`src/inc/cia_pkg.sv`:
```
/*
  Constants and carrier types for the CPU interrupt and exception acceptance unit.
  Assumes a single 10 MHz clock and a synchronous, active-high reset.
*/
package cia_pkg;

  // Reset values
  localparam logic [31:0] RESET_PC = 32'ha0000000;
  localparam logic [31:0] RESET_VECTOR_BASE = 32'h00000000;
  localparam logic [3:0] RESET_INTERRUPT_MASK_FIELD = 4'hf;

  // Vector offsets and event codes
  localparam logic [31:0] INT_VECTOR_OFFSET = 32'h00000600;
  localparam logic [11:0] LEVEL_CODE_BASE = 12'h200;
  localparam logic [11:0] LEVEL_CODE_STEP = 12'h020;
  localparam logic [11:0] NMI_CODE = 12'h1c0;

  // Pin synchroniser depth
  localparam int SYNC_STAGES = 3;

  // Status word layout, bit 31 down to bit 0
  typedef struct packed {
    logic top;           // Bit 31
    logic md;            // Privilege mode bit
    logic rb;            // Bank select bit
    logic bl;            // Block bit
    logic [19:0] mid;    // Bits 27..8
    logic [3:0] interrupt_mask_field;   // Interrupt mask field
    logic [3:0] low;     // Bits 3..0
  } cia_status_s;

  // Source class of a controller request
  typedef enum logic [1:0] {
    SRC_MODULE,
    SRC_IRQ,
    SRC_INT
  } cia_src_e;

  // Single highest-priority request from the interrupt controller
  typedef struct packed {
    logic valid;
    cia_src_e kind;
    logic [3:0] level;
    logic [11:0] code;
  } cia_req_s;

  // Exception report from the pipeline with the PCs needed for the saved PC
  typedef struct packed {
    logic valid;          // One-cycle pulse
    logic redo;           // Re-executing type when set, completed type otherwise
    logic user_break;     // User break trap
    logic [11:0] code;    // Exception event code
    logic [31:0] offset;  // Vector offset from the vector base
    logic [31:0] pc;      // PC of the instruction that raised it
    logic [31:0] next_pc; // PC of the following instruction
    logic in_slot;        // Raised in a delay slot
    logic delayed_cond;   // Raised by a delayed conditional instruction
    logic cond_failed;    // Condition of that delayed branch failed
    logic [31:0] branch_pc;   // PC of the delayed branch before the slot
    logic [31:0] target_pc;   // Branch destination
    logic [31:0] slot_pc;     // PC of the delay slot
  } cia_exc_s;

endpackage

```
`src/hw/cia_core.sv`:
```
/*
  CPU interrupt and exception acceptance: masks and prioritises requests, saves
  PC and status, writes event codes, updates the status word and redirects the PC.
  Assumes the pipeline reports instruction boundaries and exceptions on sys_clk,
  and the interrupt controller presents one prioritised request.
*/
// What this block does
// RULE_01: Level request needs mask below level, unblocked
// RULE_02: Level code is 0x200 plus level times 0x20
// RULE_03: Save next PC and status on accept
// RULE_04: Set block, mode, bank; jump base+0x600
// RULE_05: Mask field untouched by interrupt acceptance
// RULE_06: IRQ pin accepted by mask, writes both codes
// RULE_07: INT pin accepted by mask, writes both codes
// RULE_08: Maskable interrupts only at instruction boundaries
// RULE_09: Module request accepted when mask below level
// RULE_10: Blocked holds off; pending taken after unblock
// RULE_11: Sleep or standby accepts despite block bit
// RULE_12: Blocked NMI needs block-override bit set
// RULE_13: Blocked exception branches to reset address
// RULE_14: No user break trap while blocked
// RULE_15: Re-executing saved PC handles delay slots
// RULE_16: Completed saved PC: next, target, or slot
// RULE_17: Reset values for base, status, PC
// RULE_18: Return loads PC and status from saves
// RULE_19: NMI ignores mask, code 0x1c0, top priority
// RULE_20: Controller presents only its highest request
module cia_core #(
  parameter int LEVEL_W = 4
) (
  // Clock and reset
  input wire logic sys_clk,
  input wire logic rst,
  // Pins from outside the clock domain
  input wire logic nmi_pin,
  input wire logic [LEVEL_W-1:0] encoded_level_inputs,
  // Interrupt controller and control inputs
  input wire cia_pkg::cia_req_s ctl_req,
  input wire logic block_override_bit,
  input wire logic sleep_mode,
  // Pipeline events
  input wire logic insn_boundary,
  input wire logic [31:0] boundary_next_pc,
  input wire cia_pkg::cia_exc_s exc,
  input wire logic rte_req,
  input wire logic status_wr,
  input wire cia_pkg::cia_status_s status_wdata,
  input wire logic vector_base_wr,
  input wire logic [31:0] vector_base_wdata,
  // Architectural state
  output cia_pkg::cia_status_s status_word,
  output logic [31:0] saved_pc,
  output cia_pkg::cia_status_s saved_status,
  output logic [31:0] vector_base,
  output logic [11:0] interrupt_event_code,
  output logic [11:0] interrupt_event_code_alt,
  output logic [11:0] exception_event_code,
  // PC redirection
  output logic redirect,
  output logic [31:0] redirect_pc,
  output logic int_taken,
  output logic exc_taken
);

  ////////////////////////////////////////////////////////////////////////////
  // Saved-PC selection for exceptions

  // Chooses the PC that the handler returns to
  function automatic logic [31:0] exc_return_pc(input cia_pkg::cia_exc_s e);
    logic [31:0] r;
    r = e.next_pc;
    if (e.redo) begin
      // RULE_15: re-executing saved PC
      r = e.pc;
      if (e.in_slot) begin
        r = e.cond_failed ? e.slot_pc : e.branch_pc;
      end
    end else if (e.delayed_cond) begin
      // RULE_16: completed-type saved PC
      r = e.cond_failed ? e.slot_pc : e.target_pc;
    end
    return r;
  endfunction

  ////////////////////////////////////////////////////////////////////////////
  // Pin synchronisers

  logic [cia_pkg::SYNC_STAGES-1:0] nmi_sync;     // NMI pin shift chain
  logic [LEVEL_W-1:0] lvl_sync [cia_pkg::SYNC_STAGES]; // Level pin chain
  logic [cia_pkg::SYNC_STAGES-1:0] next_nmi_sync;
  logic [LEVEL_W-1:0] next_lvl_sync [cia_pkg::SYNC_STAGES];
  logic nmi_level;                // Debounced NMI level
  logic [LEVEL_W-1:0] pin_level;  // Debounced encoded level
  logic [LEVEL_W-1:0] next_pin_level;
  logic nmi_pending;              // NMI edge waiting to be taken
  logic next_nmi_pending;

  // Shift pins in; a change counts when stages two and three agree
  always_comb begin
    next_nmi_sync = {nmi_sync[cia_pkg::SYNC_STAGES-2:0], nmi_pin};
    next_lvl_sync[0] = encoded_level_inputs;
    for (int i = 1; i < cia_pkg::SYNC_STAGES; i++) begin
      next_lvl_sync[i] = lvl_sync[i-1];
    end
    next_pin_level = pin_level;
    if (lvl_sync[1] == lvl_sync[2]) begin
      next_pin_level = lvl_sync[2];
    end
  end

  // Register the synchroniser stages
  always_ff @(posedge sys_clk) begin
    if (rst) begin
      nmi_sync <= '0;
      pin_level <= '0;
      for (int i = 0; i < cia_pkg::SYNC_STAGES; i++) begin
        lvl_sync[i] <= '0;
      end
    end else begin
      nmi_sync <= next_nmi_sync;
      pin_level <= next_pin_level;
      for (int i = 0; i < cia_pkg::SYNC_STAGES; i++) begin
        lvl_sync[i] <= next_lvl_sync[i];
      end
    end
  end

  // Agreed NMI level from the two later stages
  logic nmi_prev;
  logic next_nmi_prev;
  assign nmi_level = (nmi_sync[1] == nmi_sync[2]) ? nmi_sync[2] : nmi_prev;

  ////////////////////////////////////////////////////////////////////////////
  // Request qualification

  logic blocked;         // Block bit holds interrupts off
  logic lvl_ok;          // Encoded level request qualifies
  logic ctl_ok;          // Controller request qualifies
  logic nmi_ok;          // NMI may be taken now
  logic use_pin;         // Encoded level wins over controller request

  always_comb begin
    // RULE_10: block bit holds off acceptance
    // RULE_11: sleep or standby overrides block bit
    blocked = status_word.bl && !sleep_mode;
    // RULE_01: level beats mask, unblocked
    lvl_ok = (status_word.interrupt_mask_field < pin_level) && !blocked;
    // RULE_06: IRQ pin mask compare
    // RULE_07: INT pin mask compare
    // RULE_09: module level mask compare
    // RULE_20: one prioritised request only
    ctl_ok = ctl_req.valid && (status_word.interrupt_mask_field < ctl_req.level) && !blocked;
    use_pin = lvl_ok && (!ctl_ok || (pin_level >= ctl_req.level));
    // RULE_12: blocked NMI needs override
    // RULE_19: NMI ignores mask field
    nmi_ok = nmi_pending && (!status_word.bl || sleep_mode || block_override_bit);
  end

  ////////////////////////////////////////////////////////////////////////////
  // Architectural state update

  cia_pkg::cia_status_s next_status_word;
  cia_pkg::cia_status_s next_saved_status;
  logic [31:0] next_saved_pc;
  logic [31:0] next_vector_base;
  logic [11:0] next_int_code;
  logic [11:0] next_int_code_alt;
  logic [11:0] next_exc_code;
  logic next_redirect;
  logic [31:0] next_redirect_pc;
  logic next_int_taken;
  logic next_exc_taken;
  logic take_int;   // An interrupt is accepted this cycle

  // Compute next state; exception beats return, return beats interrupt
  always_comb begin
    next_status_word = status_word;
    next_saved_status = saved_status;
    next_saved_pc = saved_pc;
    next_vector_base = vector_base;
    next_int_code = interrupt_event_code;
    next_int_code_alt = interrupt_event_code_alt;
    next_exc_code = exception_event_code;
    next_redirect = 1'b0;
    next_redirect_pc = redirect_pc;
    next_int_taken = 1'b0;
    next_exc_taken = 1'b0;
    next_nmi_prev = nmi_level;
    // NMI edge sets pending; a new edge wins over the clear
    next_nmi_pending = nmi_pending;
    take_int = 1'b0;
    // Software writes of status word and vector base
    if (status_wr) begin
      next_status_word = status_wdata;
    end
    if (vector_base_wr) begin
      next_vector_base = vector_base_wdata;
    end
    if (exc.valid) begin
      if (status_word.bl) begin
        // RULE_14: no user break while blocked
        if (!exc.user_break) begin
          // RULE_13: blocked exception goes to reset address
          next_redirect = 1'b1;
          next_redirect_pc = cia_pkg::RESET_PC;
          next_exc_taken = 1'b1;
        end
      end else begin
        // Normal exception entry
        next_saved_pc = exc_return_pc(exc);
        next_saved_status = status_word;
        next_exc_code = exc.code;
        next_status_word = status_word;
        next_status_word.bl = 1'b1;
        next_status_word.md = 1'b1;
        next_status_word.rb = 1'b1;
        next_redirect = 1'b1;
        next_redirect_pc = vector_base + exc.offset;
        next_exc_taken = 1'b1;
      end
    end else if (rte_req) begin
      // RULE_18: return restores PC and status
      next_status_word = saved_status;
      next_redirect = 1'b1;
      next_redirect_pc = saved_pc;
    end else if (insn_boundary && (nmi_ok || lvl_ok || ctl_ok)) begin
      // RULE_08: only at instruction boundaries
      take_int = 1'b1;
      // RULE_03: save next PC and status
      next_saved_pc = boundary_next_pc;
      next_saved_status = status_word;
      if (nmi_ok) begin
        // RULE_19: NMI code, top priority
        next_int_code = cia_pkg::NMI_CODE;
      end else if (use_pin) begin
        // RULE_02: level event code
        next_int_code = cia_pkg::LEVEL_CODE_BASE
          + 12'(cia_pkg::LEVEL_CODE_STEP * 12'(pin_level));
      end else begin
        next_int_code = ctl_req.code;
        // RULE_06: IRQ writes both codes
        // RULE_07: INT writes both codes
        if (ctl_req.kind != cia_pkg::SRC_MODULE) begin
          next_int_code_alt = ctl_req.code;
        end
      end
      // RULE_04: set block, mode, bank and vector
      // RULE_05: mask field left as it was
      next_status_word = status_word;
      next_status_word.bl = 1'b1;
      next_status_word.md = 1'b1;
      next_status_word.rb = 1'b1;
      next_redirect = 1'b1;
      next_redirect_pc = vector_base + cia_pkg::INT_VECTOR_OFFSET;
      next_int_taken = 1'b1;
    end
    // Clear pending NMI when taken, but a fresh edge sets it again
    if (take_int && nmi_ok) begin
      next_nmi_pending = 1'b0;
    end
    if (nmi_level && !nmi_prev) begin
      next_nmi_pending = 1'b1;
    end
  end

  // Register architectural state
  always_ff @(posedge sys_clk) begin
    if (rst) begin
      // RULE_17: reset values
      status_word <= '0;
      status_word.md <= 1'b1;
      status_word.bl <= 1'b1;
      status_word.rb <= 1'b1;
      status_word.interrupt_mask_field <= cia_pkg::RESET_INTERRUPT_MASK_FIELD;
      vector_base <= cia_pkg::RESET_VECTOR_BASE;
      redirect <= 1'b1;
      redirect_pc <= cia_pkg::RESET_PC;
      saved_pc <= '0;
      saved_status <= '0;
      interrupt_event_code <= '0;
      interrupt_event_code_alt <= '0;
      exception_event_code <= '0;
      int_taken <= 1'b0;
      exc_taken <= 1'b0;
      nmi_prev <= 1'b0;
      nmi_pending <= 1'b0;
    end else begin
      status_word <= next_status_word;
      vector_base <= next_vector_base;
      redirect <= next_redirect;
      redirect_pc <= next_redirect_pc;
      saved_pc <= next_saved_pc;
      saved_status <= next_saved_status;
      interrupt_event_code <= next_int_code;
      interrupt_event_code_alt <= next_int_code_alt;
      exception_event_code <= next_exc_code;
      int_taken <= next_int_taken;
      exc_taken <= next_exc_taken;
      nmi_prev <= next_nmi_prev;
      nmi_pending <= next_nmi_pending;
    end
  end

endmodule // cia_core

```
`config.mk`:
```
export PLATFORM = sky130hd
export DESIGN_NAME = cia_core
export DESIGN_NICKNAME = d
export VERILOG_FILES = /design/src/inc/cia_pkg.sv /design/src/hw/cia_core.sv
export SDC_FILE = /design/constraint.sdc
export NUM_CORES = 1
export LEC_CHECK = 0
export ABC_AREA = 1
export BUFFER_PORTS_ARGS = -buffer_cell sky130_fd_sc_hd__buf_4
export CORE_AREA = 3 3 208 210
export CTS_CLUSTER_SIZE = 30
export DETAILED_ROUTE_END_ITERATION = 7
export DIE_AREA = 0 0 211 213
export PLACE_DENSITY_LB_ADDON = 0.15
export SYNTH_ARGS = -nofsm -noshare
export SYNTH_HDL_FRONTEND = slang
export SYNTH_SLANG_ARGS = --single-unit
```
`constraint.sdc`:
```
create_clock -name sys_clk -period 2.5 [get_ports sys_clk]
set_input_delay 0.125 -clock sys_clk [delete_from_list [all_inputs] [get_ports sys_clk]]
set_output_delay 0.125 -clock sys_clk [all_outputs]
set_load 0.02 [all_outputs]
```
; After elaboration in Yosys (flattened, before gate mapping)
; Memory sizes are Yosys's and may differ from the RTL's.
; Cells that the tools add are included.
[totals]
in_bits = 338
ram_bits = 12
mem_count = 1
register_bits = 208
[mem_list]
columns = name, depth, word_bits, rd, rd_clocked_by_memory_dff, write_ports, line
row1 = lvl_sync, 3, 4, 3, 0, 3, cia_core.sv:89  ; logic [LEVEL_W-1:0] lvl_sync [cia_pkg::SYNC_STAGES];
[classes]
n_reduce_logical = 30
add_sub_neg = 3
n_mux = 41
order_cmp = 3
eq_ne = 7
bitwise_logic = 8
[op_table]
columns = operator, count
row1 = 32-bit two-way mux, 23
row2 = 32-bit by 11-bit adder with 32-bit output (second input constant), 1
row3 = 32-bit adder, 1
row4 = 12-bit two-way mux, 2
row5 = 1-bit two-way mux, 13
row6 = 4-bit two-way mux, 3
row7 = 10-bit by 9-bit adder with 11-bit output (first input constant), 1
row8 = 1-bit logical AND, 9
row9 = 4-bit < comparator, 2
row10 = 3-bit inequality test (second input constant), 2
row11 = 2-bit AND reduction, 3
row12 = 3-bit AND reduction, 2
row13 = 6-bit AND reduction, 1
row14 = 2-bit nonzero test, 3
row15 = 1-bit logical NOT, 5
row16 = 1-bit logical OR, 5
row17 = 1-bit inverter, 5
row18 = 4-bit == test, 1
row19 = 4-bit >= comparator, 1
row20 = 2-bit inequality test (second input constant), 2
row21 = 1-bit OR, 3
row22 = 3-bit nonzero test, 1
row23 = 2-bit by 1-bit inequality test with 1-bit output (second input constant), 1
row24 = 2-bit OR reduction, 1
row25 = 1-bit == test, 1

; Longest topological paths before layout
; Gate-level depths: netlist (run 1).
[logic_depth]
ltp_word = 13
mapped_depth = 15

; Worst setup path before layout (run 1)
; Ideal clock, no wire load.
[synth_path]
kind = reg-to-reg
from = register vector_base[0]
to = register redirect_pc[14]
setup_time_ps = 119
t_required_ps = 2381
slack_ps = 433
period_less_slack_ps = 2067
path_stages_with_launch = 16
arrival_ps = 1949
cell_sequence = dfxtp_1 -> ha_1 -> inv_1 -> fa_1 -> inv_1 -> nand3_1 -> nand3_1 -> nand2_1 -> nand2_1 -> nand2_1 -> nand2_1 -> nand2_1 -> nand2_1 -> nor2_1 -> o21ai_0 -> nand2_1
[synth_between]
elab_chain_cells = 4
word_cells_on_any_way = 6
cone_classes = add/sub: 2 / mux: 4
[synth_rtl]
columns = element, line
row1 = "start, declared", cia_core.sv:54  ; output logic [31:0] vector_base,
row2 = "start signal, assigned", cia_core.sv:275  ; vector_base <= cia_pkg::RESET_VECTOR_BASE;
row3 = "start signal, assigned", cia_core.sv:289  ; vector_base <= next_vector_base;
row4 = 32-bit by 11-bit adder with 32-bit output, cia_core.sv:254  ; next_redirect_pc = vector_base + cia_pkg::INT_VECTOR_OFFSET;
row5 = 32-bit two-way mux, cia_core.sv:226  ; end else if (insn_boundary && (nmi_ok || lvl_ok || ctl_ok)) begin
row6 = 32-bit two-way mux, cia_core.sv:221  ; end else if (rte_req) begin
row7 = 32-bit two-way mux (*), cia_core.sv:199  ; if (exc.valid) begin
row8 = "end signal, assigned", cia_core.sv:277  ; redirect_pc <= cia_pkg::RESET_PC;
row9 = "end signal, assigned", cia_core.sv:291  ; redirect_pc <= next_redirect_pc;
row10 = "end, declared", cia_core.sv:60  ; output logic [31:0] redirect_pc,
; Mark *: on every way between the ends. The rest lies on a longest branch, timed or not. The select of a mux whose other input is x is not followed.
; A chain may end at the register's enable or synchronous reset.

; Final worst setup path (run 1)
[layout_path]
from = register vector_base[0]
to = register redirect_pc[24]
; Same word-level chain as after synthesis.

==> run summary, run 1 <==
The number of antenna diodes in the final layout is 0. Along the worst path, the maximum fanout reaches 4. After detailed routing, the number of vias per cell comes to 5.112. The final-stage net count came out at 3092. The classification of the worst setup path is register to register.

Post-synthesis area per instance: 6.423 µm². Traced cell by cell, the critical path runs through ha_1 -> inv_1 -> fa_1 -> inv_1 -> nand3_1 -> nand3_2 -> nand2_1 -> nand2_1 -> nand2_1 -> nand3_1 -> nor2_1 -> nor2_1 -> nor2_1 -> nor2_1. For this design, the slowest cell found on the critical path is sky130_fd_sc_hd__dfxtp_1. In the final routing, the length of wire on met1 measures 28300 µm. The worst hold path belongs to the class primary input to register.

The count of nets left with antenna violations once routing finished came out at 0. The area of the die was 0.04494 mm²; the final routed wire length divided by cell count was 20.42 µm. The worst slack on hold paths came out at 0.0007102 ns. The tools report the number of H-tree levels as 1. After floorplanning, the core was divided into 75 placement rows. The first global-routing pass estimated 98280 µm of wire. Setup violations remaining at the end of the flow were counted as 0. Worst-margin pin slew: 0.8337 ns. Count of state elements after synthesis: 220. Initial antenna violation count: 0.

Routed length on met3: 5195 µm. Leakage power figure: 9.775 nW. The clock slew at the register clock pins of the worst setup and hold paths came out at 0.06 ns.

After the first detailed-routing iteration, the DRC count stood at 1234. The count of unresolved DRC violations after routing was 0; the period utilization was 93.79%. The flow ran to the end, and the final reports show no timing, DRC or antenna violations. Synthesis handed over a netlist of 2127 instances.

The tools report the critical path arrival as 2.84 ns. The post-route netlist has 25.11% of its cells at a drive strength greater than 1. At the worst endpoint, the required time is 3.00 ns. The run gives 0 as the number of failing hold endpoints at the final stage.

Counting every net in the synthesized netlist gives 2508. The tools report the kind of start point of the critical path as a register. The most numerous cell type found on the critical path is sky130_fd_sc_hd__nor2_1. The final wirelength is 66720 µm, and the number of buffer and inverter stages on the critical path is 2. The logs give 0.01280 ns for the worst setup skew after layout and 220 for the number of clock sinks seen by CTS. For the amount of wire on met2 after detailed routing, the log shows 31160 µm. The run gives 3 as the number of buffers on the longest clock path.

For the max-slew violation total from the final report, the log shows 0. TritonCTS built the clock tree. For the final cell utilization of the core, the log shows 48.40%. After clock tree synthesis, the setup repair step added 0 buffers. The Yosys step of the flow raised 0 warnings. IR analysis of the VDD net gives a maximum drop of 0.4703 mV. The layout overhead on the synthesized area came out at 47.94%. The area inside the core boundary was 0.04176 mm². On the critical path the largest part of the delay comes from simple AND/OR/NAND/NOR gates. The run gives 0 as the total congestion overflow after global routing.

The most common cell after layout, fill and taps aside is sky130_fd_sc_hd__nand2_1. Across every metal layer, demand over resource in global routing totals 28.17%. Detailed placement finished with a half-perimeter wire length of 51600 µm. The starting density of the core is 32.72%, and the sequential fraction of the synthesis area is 32.24%.

Excluding fillers, the count of instances in the completed layout stands at 3267. The run gives 44 as the distinct cell type count after synthesis. For this block, the via count after detailed routing is 16702. The count of buffers added on input and output ports is 536.

The category of the worst setup path capture point is a register. For this run, the leading register cell type out of synthesis is sky130_fd_sc_hd__dfxtp_1. The normalized max-slew margin is 43.83%, and the vertical die dimension is 213 µm.

From left edge to right edge, the die measures 211 µm. The run gives 0.4265 GHz as the achievable frequency. The tools report the top-level port count as 537. Setup repair after global routing could not meet its margin everywhere. Entering global routing, the biggest net connects 88 pins. The library cells used most frequently in the layout, excluding fill and tap cells, are sky130_fd_sc_hd__nand2_1, sky130_fd_sc_hd__buf_4, sky130_fd_sc_hd__nor2_1, sky130_fd_sc_hd__dfxtp_1. Across the run, the number of max-cap violations was 0.

In this run the clock root is driven by a sky130_fd_sc_hd__clkbuf_16. The first-pass iteration count of the detailed router was 5. Of all flip-flops after synthesis, the portion carrying an async set or reset was 0%.

At the end of routability-driven placement, the weighted congestion stood at 0.9134. In this run, CTS created clock tree buffers numbering 27. The uppermost signal routing layer after detailed routing was met4. The mapped netlist covers 0.01366 mm². The delay of the slowest cell on the worst path came out at 0.38 ns. The tools report the cell total after placement as 3112. Counting flops with a built-in enable in the synthesized netlist gives 0.

Number of global-route vias before repair: 16381. The clock reaches the later pin of the worst-skew pair after 0.57 ns. The cell area power density is 558.1 mW/mm², and the time the final worst path needs with I/O delays and setup is 2.345 ns.
power breakdown:
group	leakage (nW)	internal [mW]	total (mW)	switching, mW
logic	7.51	1.29	3.08	1.79
clock network	0.467	2.64	4.26	1.62
registers	1.80	3.72	3.94	0.213
metal layers:
metal | vias up | GRT usage (%)
li1 | 8176 | -
met1 | 7854 | 36.15
met2 | 565 | 47.28
met3 | 107 | 7.126
met4 | 0 | 7.691
met5 | - | 0
cell type report:
cell class	count	area, µm²
fillers	4306	21550
repair buffers	700	5595
multi-input cells	1589	7931
clock buffers	37	763.2
well taps	539	674.4
flip-flops and latches	220	4405
clock inverters	9	185.2
inverters	173	656.9
worst register-to-register path, delay by kind of cell, from the launching register on:
kind | cells | cell delay [ns]
buf+inv | 2 | 0.17
flops | 1 | 0.38
fa+ha+maj | 2 | 0.55
simple gates | 10 | 1.16
logic make-up after synthesis:
family,after synthesis,synth area share [%]
DFF,220,32.24
adders and majority gates,43,3.993
AOI/OAI and AO/OA,445,19.75
and+or+nand+nor,1073,32.17
buffers and inverters,318,9.909
xor gates and xnor gates,13,0.8334
muxes,15,1.099
through the flow:
stage	total power, mW	setup TNS [ns]	area (µm²)	setup slack, ns
4_1_cts	11.35	0	20160	0.05333
3_3_place_gp	6.886	0	18130	0.1249
6_report	11.28	0	20210	0.1553
5_1_grt	11.82	-0.02494	20210	-0.01593
2_1_floorplan	5.560	0	13660	0.4327
3_5_place_dp	6.915	0	18130	0.06684
Yosys cell counts, types with 9 or more instances:
cell type,number,area share [%]
sky130_fd_sc_hd__nand3b_1,9,0.49
sky130_fd_sc_hd__a21oi_1,149,5.5
sky130_fd_sc_hd__buf_2,14,0.51
sky130_fd_sc_hd__dfxtp_1,220,32
sky130_fd_sc_hd__nor2_1,259,7.1
sky130_fd_sc_hd__o21ai_1,11,0.40
sky130_fd_sc_hd__ha_1,42,3.8
sky130_fd_sc_hd__o211ai_1,69,3.8
sky130_fd_sc_hd__a211oi_2,24,2.2
sky130_fd_sc_hd__nand2_1,590,16
sky130_fd_sc_hd__nor3_1,10,0.37
sky130_fd_sc_hd__clkbuf_1,87,2.4
sky130_fd_sc_hd__buf_4,36,2.0
sky130_fd_sc_hd__o21ai_0,146,5.3
sky130_fd_sc_hd__xnor2_1,10,0.64
sky130_fd_sc_hd__a31oi_1,9,0.41
sky130_fd_sc_hd__mux2i_1,15,1.1
sky130_fd_sc_hd__nand3_1,165,6.0
sky130_fd_sc_hd__a22oi_1,13,0.71
sky130_fd_sc_hd__nand4_1,21,0.96
sky130_fd_sc_hd__inv_1,165,4.5
repair_timing:
action | CTS | global route
hold endpoints to repair | 126 | 0
hold buffers | 108 | 0
resized for setup | 0 | 12
endpoints found under the setup margin | 0 | 43
registers in the layout, summed over array words and instances, names as in the netlist, 3 cells and up:
| signal | flops |
|---|---|
| interrupt_event_code_alt | 12 |
| saved_pc | 32 |
| saved_status | 32 |
| redirect_pc | 32 |
| interrupt_event_code | 12 |
| lvl_sync | 12 |
| exception_event_code | 12 |
| status_word | 32 |
| pin_level | 4 |
| vector_base | 32 |
| nmi_sync | 3 |
worst paths after layout:
kind	from	endpoint	slack (ns)	cells past startpoint
max	vector_base[0]$_SDFFE_PP0P_	redirect_pc[24]$_SDFFE_PP0P_	0.16	14
min	boundary_next_pc[20]	saved_pc[20]$_SDFFE_PP0P_	0.0007	3
max reg2reg	vector_base[0]$_SDFFE_PP0P_	redirect_pc[24]$_SDFFE_PP0P_	0.16	14
min reg2reg	lvl_sync[0][1]$_SDFF_PP0_	lvl_sync[0][5]$_SDFF_PP0_	0.41	2
No activity file was read; power rests on OpenSTA's default activity.
==> run 2, diff against run 1 <==
--- a/config.mk
+++ b/config.mk
@@ -7,10 +7,10 @@
 export LEC_CHECK = 0
 export ABC_AREA = 1
 export BUFFER_PORTS_ARGS = -buffer_cell sky130_fd_sc_hd__buf_4
-export CORE_AREA = 3 3 208 210
+export CORE_AREA = 10 10 203 205
 export CTS_CLUSTER_SIZE = 30
 export DETAILED_ROUTE_END_ITERATION = 7
-export DIE_AREA = 0 0 211 213
+export DIE_AREA = 0 0 213 215
 export PLACE_DENSITY_LB_ADDON = 0.15
 export SYNTH_ARGS = -nofsm -noshare
 export SYNTH_HDL_FRONTEND = slang
==> run summary, run 2 (same netlist as run 1, synthesis figures left out) <==
After layout, the worst setup slack is 0.1778 ns. The leakage power figure is 9.736 nW. Clock-pin slew was measured on the worst setup and hold paths at 0.06 ns.

The worst hold path belongs to the class primary input to register. The first global-routing pass estimated 103000 µm of wire. The max-slew violation total from the final report came out at 0. During I/O placement, the number of pins put on the boundary was 537. The library cell contributing the largest single delay on the critical path was sky130_fd_sc_hd__dfxtp_1. The post-placement setup slack is 0.1777 ns, and the flip-flop and latch area is 0.004404 mm². For the number of buffers on the longest clock path, the log shows 3. In this run the remaining antenna-violating nets after routing total 0.

The later pin in the worst-skew pair is clocked with a latency of 0.56 ns. In the final layout, the multi-input gates occupy 0.007926 mm². In the final layout, the share of cells above drive strength 1 is 25.30%. For flop-to-flop paths, the worst setup slack is 0.18 ns. The filler cells instantiated in the layout total 3747.

The number of cells traversed by the worst register-to-register path is 12, and the number of buffer and inverter stages on the critical path is 1. For the overall power of the completed layout, the log shows 11.23 mW. Delay of the slowest cell on the worst path: 0.43 ns. The category of the worst setup path capture point is a register.

Estimated wirelength of the detail-placed design: 54860 µm. The cell that appears most often on the critical path is sky130_fd_sc_hd__nand2_1. Initial antenna violation count: 2.

The max-capacitance violation count came out at 0. The ratio of routed vias to standard cells works out to 5.269. The endpoint identified for the worst register-to-register timing path is interrupt_event_code_alt[0]$_SDFFE_PP0P_. Entering global routing, the biggest net connects 107 pins. The tools report the total congestion overflow after global routing as 0. Broken down by cell family, the worst path's largest delay share belongs to simple AND/OR/NAND/NOR gates. The total of buffers placed on input and output ports is 536, and the data required time at the worst endpoint is 2.92 ns. The clock period could shrink to 2.322 ns. Most common cell after layout, fill and taps aside: sky130_fd_sc_hd__nand2_1.

For the pin with the worst max-slew slack, the measured transition is 0.7415 ns. For the post-CTS repair timing setup buffer count, the log shows 0. The final layout contains routed wiring with a total length of 68980 µm. The number of global-route vias before repair was 16797. The area inside the core boundary was 0.03722 mm²; the total of endpoints with negative setup slack in the final report was 0. The tools report the kind of start point of the critical path as a register. The number of failing hold endpoints at the final stage was 0. The root buffer cell chosen for the clock tree is sky130_fd_sc_hd__clkbuf_16.

The vertical die dimension is 215 µm, and the first-pass iteration count of the detailed router is 5. The classification of the worst setup path was register to register. The logs give 0.04580 mm² for the area of the die and 1 for the number of H-tree levels. The most critical setup path has its startpoint at status_word[5]$_SDFFE_PP1P_. The critical path runs through a total of 12 cells.

The worst vdd rail ir drop came out at 0.5698 mV. Compared with the post-synthesis result, the final layout area differs by 46.87%. Following the worst setup path forward leads to its endpoint at interrupt_event_code_alt[0]$_SDFFE_PP0P_. The count of unresolved DRC violations after routing came out at 0. Walking the worst path, the cells encountered are ha_1 -> nand2_1 -> nand2_1 -> nand2_1 -> nand2_1 -> nand2_1 -> nand3_1 -> nand2_1 -> nand3_1 -> buf_4 -> o21ai_0 -> a21oi_1. Routability-driven placement finished with a final weighted congestion of 0.9368. Headroom to the max-slew limit came out at 50.04%.

In the layout the commonest cells are sky130_fd_sc_hd__nand2_1, sky130_fd_sc_hd__buf_4, sky130_fd_sc_hd__nor2_1, sky130_fd_sc_hd__dfxtp_1, sky130_fd_sc_hd__nand3_1. At the worst endpoint, the arrival time is 2.75 ns. The flow ran to the end, and the final reports show no timing, DRC or antenna violations. For this block, the initial DRC count from the detailed router was 1353. TritonCTS built the clock tree.

Derived from the worst setup path, the maximum achievable clock frequency is 0.4306 GHz. The clock drives 220 sinks. The tools report the number of buffers inserted during clock tree synthesis as 27. The final routed wire length divided by cell count was 21.54 µm. The worst register-to-register path begins at status_word[5]$_SDFFE_PP1P_. The worst setup skew after layout came out at 0.01000 ns.

Summing over every cut layer, the via total after detailed routing is 16871. The floorplan step set the die width to 213 µm. After layout, the worst path uses 92.89% of the clock period. Dividing total power by cell area gives a power density of 559.7 mW/mm². For this configuration, the core starts out at a cell density of 36.70%. The final-stage net count was 3087; the total track usage was 28.98%. The floorplan has 71 rows.

In this run the worst path has a maximum fanout of 12.
run 2: what timing repair did:
item,in CTS,in global routing
endpoints found under the setup margin,0,26
hold endpoints to repair,116,0
hold buffers,103,0
resized for setup,0,5
run 2: worst min path at each step:
stage	startpoint	to	depth (start not counted)
finish	boundary_next_pc[7]	saved_pc[7]$_SDFFE_PP0P_	3
floorplan	exc[207]	exc_taken$_SDFF_PP0_	1
detailed placement	encoded_level_inputs[1]	lvl_sync[0][1]$_SDFF_PP0_	3
CTS	boundary_next_pc[17]	saved_pc[17]$_SDFFE_PP0P_	3
global route	exc[209]	redirect_pc[31]$_SDFFE_PP1P_	3
global placement	vector_base_wdata[26]	vector_base[26]$_SDFFE_PP0P_	3
run 2: through the flow:
step	setup TNS (ns)	hold WS [ns]	instances	utilization (%)	instance area, µm²
6_report	0	0.01097	3202	53.91	20070
2_1_floorplan	0	0.2288	2127	-	13660
5_1_grt	-0.006267	0.01393	3202	53.91	20070
4_1_cts	0	0.0001982	3201	53.87	20050
3_5_place_dp	0	0.3446	3048	48.53	18060
3_3_place_gp	0	0.3458	3048	48.53	18060
run 2: report_power, final:
part / total (mW) / leakage (nW) / switching [mW] / internal (mW)
logic: 3.08 / 7.47 / 1.80 / 1.28
registers: 3.93 / 1.80 / 0.210 / 3.72
clock network: 4.22 / 0.462 / 1.71 / 2.51
run 2: routing by layer:
layer / track usage, % / vias up / share of wire [%]
met5: 0 / - / 0.019
met2: 47.62 / 705 / 47
met4: 9.093 / 2 / 3.4
met3: 9.023 / 127 / 9.9
met1: 35.21 / 7867 / 40
li1: - / 8170 / -
run 2: final cells by class:
type / count / area share, %
well taps: 474 / 2.956
diodes: 1 / 0.01247
multi-input cells: 1589 / 39.50
repair buffers: 695 / 27.57
clock buffers: 32 / 3.610
flip-flops and latches: 220 / 21.95
clock inverters: 18 / 1.147
inverters: 173 / 3.249
run 2: worst min-delay path, cell delays in order:
cell                       delay, ns
sky130_fd_sc_hd__buf_4          0.08
sky130_fd_sc_hd__o21ai_0        0.10
sky130_fd_sc_hd__a211oi_2       0.22
==> run 3, diff against run 2 <==
--- a/config.mk
+++ b/config.mk
@@ -8,10 +8,12 @@
 export ABC_AREA = 1
 export BUFFER_PORTS_ARGS = -buffer_cell sky130_fd_sc_hd__buf_4
 export CORE_AREA = 10 10 203 205
+export CTS_CLUSTER_DIAMETER = 200
 export CTS_CLUSTER_SIZE = 30
 export DETAILED_ROUTE_END_ITERATION = 7
 export DIE_AREA = 0 0 213 215
 export PLACE_DENSITY_LB_ADDON = 0.15
+export RECOVER_POWER = 100
 export SYNTH_ARGS = -nofsm -noshare
 export SYNTH_HDL_FRONTEND = slang
 export SYNTH_SLANG_ARGS = --single-unit
==> run summary, run 3 (same netlist as run 1, synthesis figures left out) <==
The area of the die was 0.04580 mm². Origin of the worst setup path: vector_base[1]$_SDFFE_PP0P_. The tools report the area inside the core boundary as 0.03722 mm².

Combinational cell fraction of total power: 32.4%. The time the final worst path needs with I/O delays and setup is 2.326 ns. Headroom to the max-slew limit came out at 22.76%. The tools report the post-route cell area as 0.01831 mm².

First-pass GRT wire length: 101600 µm. In the routed layout, each cell is associated on average with a via count of 5.283. Among all stages on the critical path, the largest delay is contributed by sky130_fd_sc_hd__dfxtp_1.

The data required time at the worst endpoint is 2.94 ns. The die is 215 µm tall. TritonCTS built the clock tree. The launching point of the worst reg2reg path is vector_base[1]$_SDFFE_PP0P_.

The switching portion of total power came out at 36.52%. The max-capacitance violation count is 0, and the delay of the slowest cell on the worst path is 0.48 ns. Summed over all failing endpoints, the final setup total negative slack is 0 ns. For the worst setup path, the data arrival time is 2.76 ns.

The number of failing hold endpoints at the final stage is 0, and the first-pass iteration count of the detailed router is 5. The worst path uses 93.05% of the clock period. For this run the aggregate overflow at the end of global routing stands at 0.

Estimated wirelength of the detail-placed design: 54860 µm. In the final layout, the share of cells above drive strength 1 is 16.99%. By instance count, the cell type seen most on the critical path is sky130_fd_sc_hd__nand2_1. The tools report the fraction of power consumed by sequential logic as 44.2%.

The critical path goes through inv_1 -> fa_1 -> inv_1 -> nand3_1 -> nand3_1 -> nand2_1 -> nand2_1 -> nand2_1 -> nand2_1 -> nand2_1 -> nand3_1 -> nand3_1 -> a21oi_1. The tools report the maximum number of pins on one net before global-route repair as 107. The worst setup path is launched from a register. For this run, design rule violations remaining after detail routing come to 0. In this run, the number of DRC markers left after iteration 0 of detailed routing was 1376.

Setup repair after global routing left no endpoint under its margin. The tightest min-delay check is of the primary input to register type. The tools report the number of buffers inserted during clock tree synthesis as 11. Leaving out fill and tap cells, the most frequent cell in the layout is sky130_fd_sc_hd__nand2_1. The clock drives 220 sinks. The total of buffers placed on input and output ports was 536. Relative to the synthesized area, the layout overhead comes to 33.99%. The tools report the worst setup skew after layout as 0.04802 ns. The source of the worst hold timing path is status_wdata[14].

Measured along the x axis, the die boundary spans 213 µm. In the layout the commonest cells are sky130_fd_sc_hd__nand2_1, sky130_fd_sc_hd__buf_4, sky130_fd_sc_hd__nor2_1, sky130_fd_sc_hd__dfxtp_1, sky130_fd_sc_hd__clkbuf_1. The total track usage was 28.58%. The logs give 8.878 mW for the overall power of the completed layout and 0.50 ns for the clock network latency to the later pin of the worst-skew pair. The initial antenna violation count is 2, and the switching power summed over all nets is 3.243 mW.

Per report_power, the clock group accounts for 23.4% of the total. The flip-flop and latch area is 0.004405 mm², and the number of global-route vias before repair is 16342. The worst-margin pin slew was 1.159 ns. STA classifies the critical path endpoint as a register.

The max-slew violation total from the final report was 0; the top-level port count was 537. For the final antenna-violating net count, the log shows 0. After filler insertion, the fill cell instance count of the layout stands at 4025. The longest clock path from root to sink contains 3 buffers.

The run finished with clean final reports. The run gives 36.70% as the starting density of the core. Placement row count: 71. For the number of H-tree levels, the log shows 1. The detailed-route via count is 16535. Last weighted congestion value of the routability-driven placer: 0.9368. Along the worst path, the maximum fanout reaches 4.

Cell area power density: 485.0 mW/mm². The final wirelength was 68240 µm. Summing all placed instances gives a cell area of 0.01806 mm². The run gives 0.4299 GHz as the achievable frequency.

The run gives 0.007914 mm² as the combined area of the multi-input logic cells. Once routing completed, OpenROAD measured the worst setup slack at 0.1739 ns. In this run the static leakage power is 8.443 nW. The internal portion of total power was 5.635 mW; the clock slew at the register clock pins of the worst setup and hold paths was 0.14 ns. Prior to clock tree synthesis, the placed netlist has a worst setup slack of 0.1777 ns. The final routed wire length divided by cell count is 21.80 µm. The tools report the cell at the root of the clock tree as sky130_fd_sc_hd__clkbuf_16. The setup path with the least slack is of type register to register. Setup violations remaining at the end of the flow were counted as 0.

Across the VDD grid, the largest voltage drop is 0.4349 mV. At the end of the flow, the number of nets in the layout was 3037.
[run 3: cell count changes in the layout (fill, tap and decap cells not counted), moves of 2 or more]
cell                            previous run  this run
sky130_fd_sc_hd__dlygate4sd3_1           103        69
sky130_fd_sc_hd__o21ai_0                 146       152
sky130_fd_sc_hd__nand2_2                   3         5
sky130_fd_sc_hd__bufinv_16                 4         0
sky130_fd_sc_hd__clkbuf_8                  3         0
sky130_fd_sc_hd__inv_2                     6         4
sky130_fd_sc_hd__o21ai_1                  11         5
sky130_fd_sc_hd__a211oi_1                  2         5
sky130_fd_sc_hd__clkbuf_1                  2       200
sky130_fd_sc_hd__clkinvlp_4                4         0
sky130_fd_sc_hd__clkinv_2                  7         0
sky130_fd_sc_hd__clkbuf_16                27        11
sky130_fd_sc_hd__a211oi_2                 24        21
sky130_fd_sc_hd__buf_4                   586       385
[run 3: power by group through the flow]
stage | combinational (mW) | sequential (mW) | clock (mW)
4_1_cts | 3.02 | 3.93 | 2.12
5_1_grt | 3.15 | 3.95 | 2.22
2_1_floorplan | 1.42 | 4.14 | 0
3_3_place_gp | 2.90 | 4.00 | 0
6_report | 2.87 | 3.92 | 2.08
3_5_place_dp | 2.92 | 4.01 | 0
[run 3: per-stage QoR]
step | hold slack [ns] | std cells | util, %
after global placement | 0.3458 | 3048 | 48.53
after floorplan | 0.2288 | 2127 | -
after CTS | 0.01499 | 3129 | 51.18
after detailed placement | 0.3446 | 3048 | 48.53
after global routing | 0.03547 | 3130 | 49.18
final | 0.02247 | 3130 | 49.18
[run 3: final cells by class]
type | instances | share of cell area (%)
Clock buffer | 11 | 1.504
Inverter | 173 | 3.561
Clock inverter | 1 | 0.1094
Timing Repair Buffer | 661 | 24.27
Tap cell | 474 | 3.240
Multi-Input combinational cell | 1589 | 43.23
Sequential cell | 220 | 24.07
Antenna cell | 1 | 0.01367
[run 3: final timing paths]
| check | end | depth (start not counted) | slack [ns] |
|---|---|---|---|
| min reg2reg | nmi_sync[1]$_SDFF_PP0_ | 2 | 0.43 |
| max | redirect_pc[30]$_SDFFE_PP0P_ | 13 | 0.17 |
| max reg2reg | redirect_pc[30]$_SDFFE_PP0P_ | 13 | 0.17 |
| min | status_word[14]$_SDFFE_PP0P_ | 5 | 0.02 |
[run 3: worst max-delay path: cells and delay by family, from the launching register on]
kind	cells	cell delay [ns]
buf+inv	2	0.28
compound gates	1	0.15
flops	1	0.48
fa+ha+maj	1	0.45
simple gates	9	0.91
[run 3: metal layers]
metal | wire length, µm | up-vias | share of wire [%] | track usage, %
met1 | 27810 | 7762 | 41 | 35.43
met5 | 13 | - | 0.019 | 0
met2 | 32270 | 641 | 47 | 47.45
met3 | 6285 | 88 | 9.2 | 8.034
li1 | - | 8042 | - | -
met4 | 1852 | 2 | 2.7 | 7.403
[run 3: timing repair]
| item | 4_1_cts | 5_1_grt |
|---|---|---|
| setup buffers | 0 | 0 |
| hold buffers | 69 | 0 |
| endpoints found under the setup margin | 0 | 39 |
| resized for setup | 0 | 9 |
| endpoints found under the hold margin | 84 | 0 |
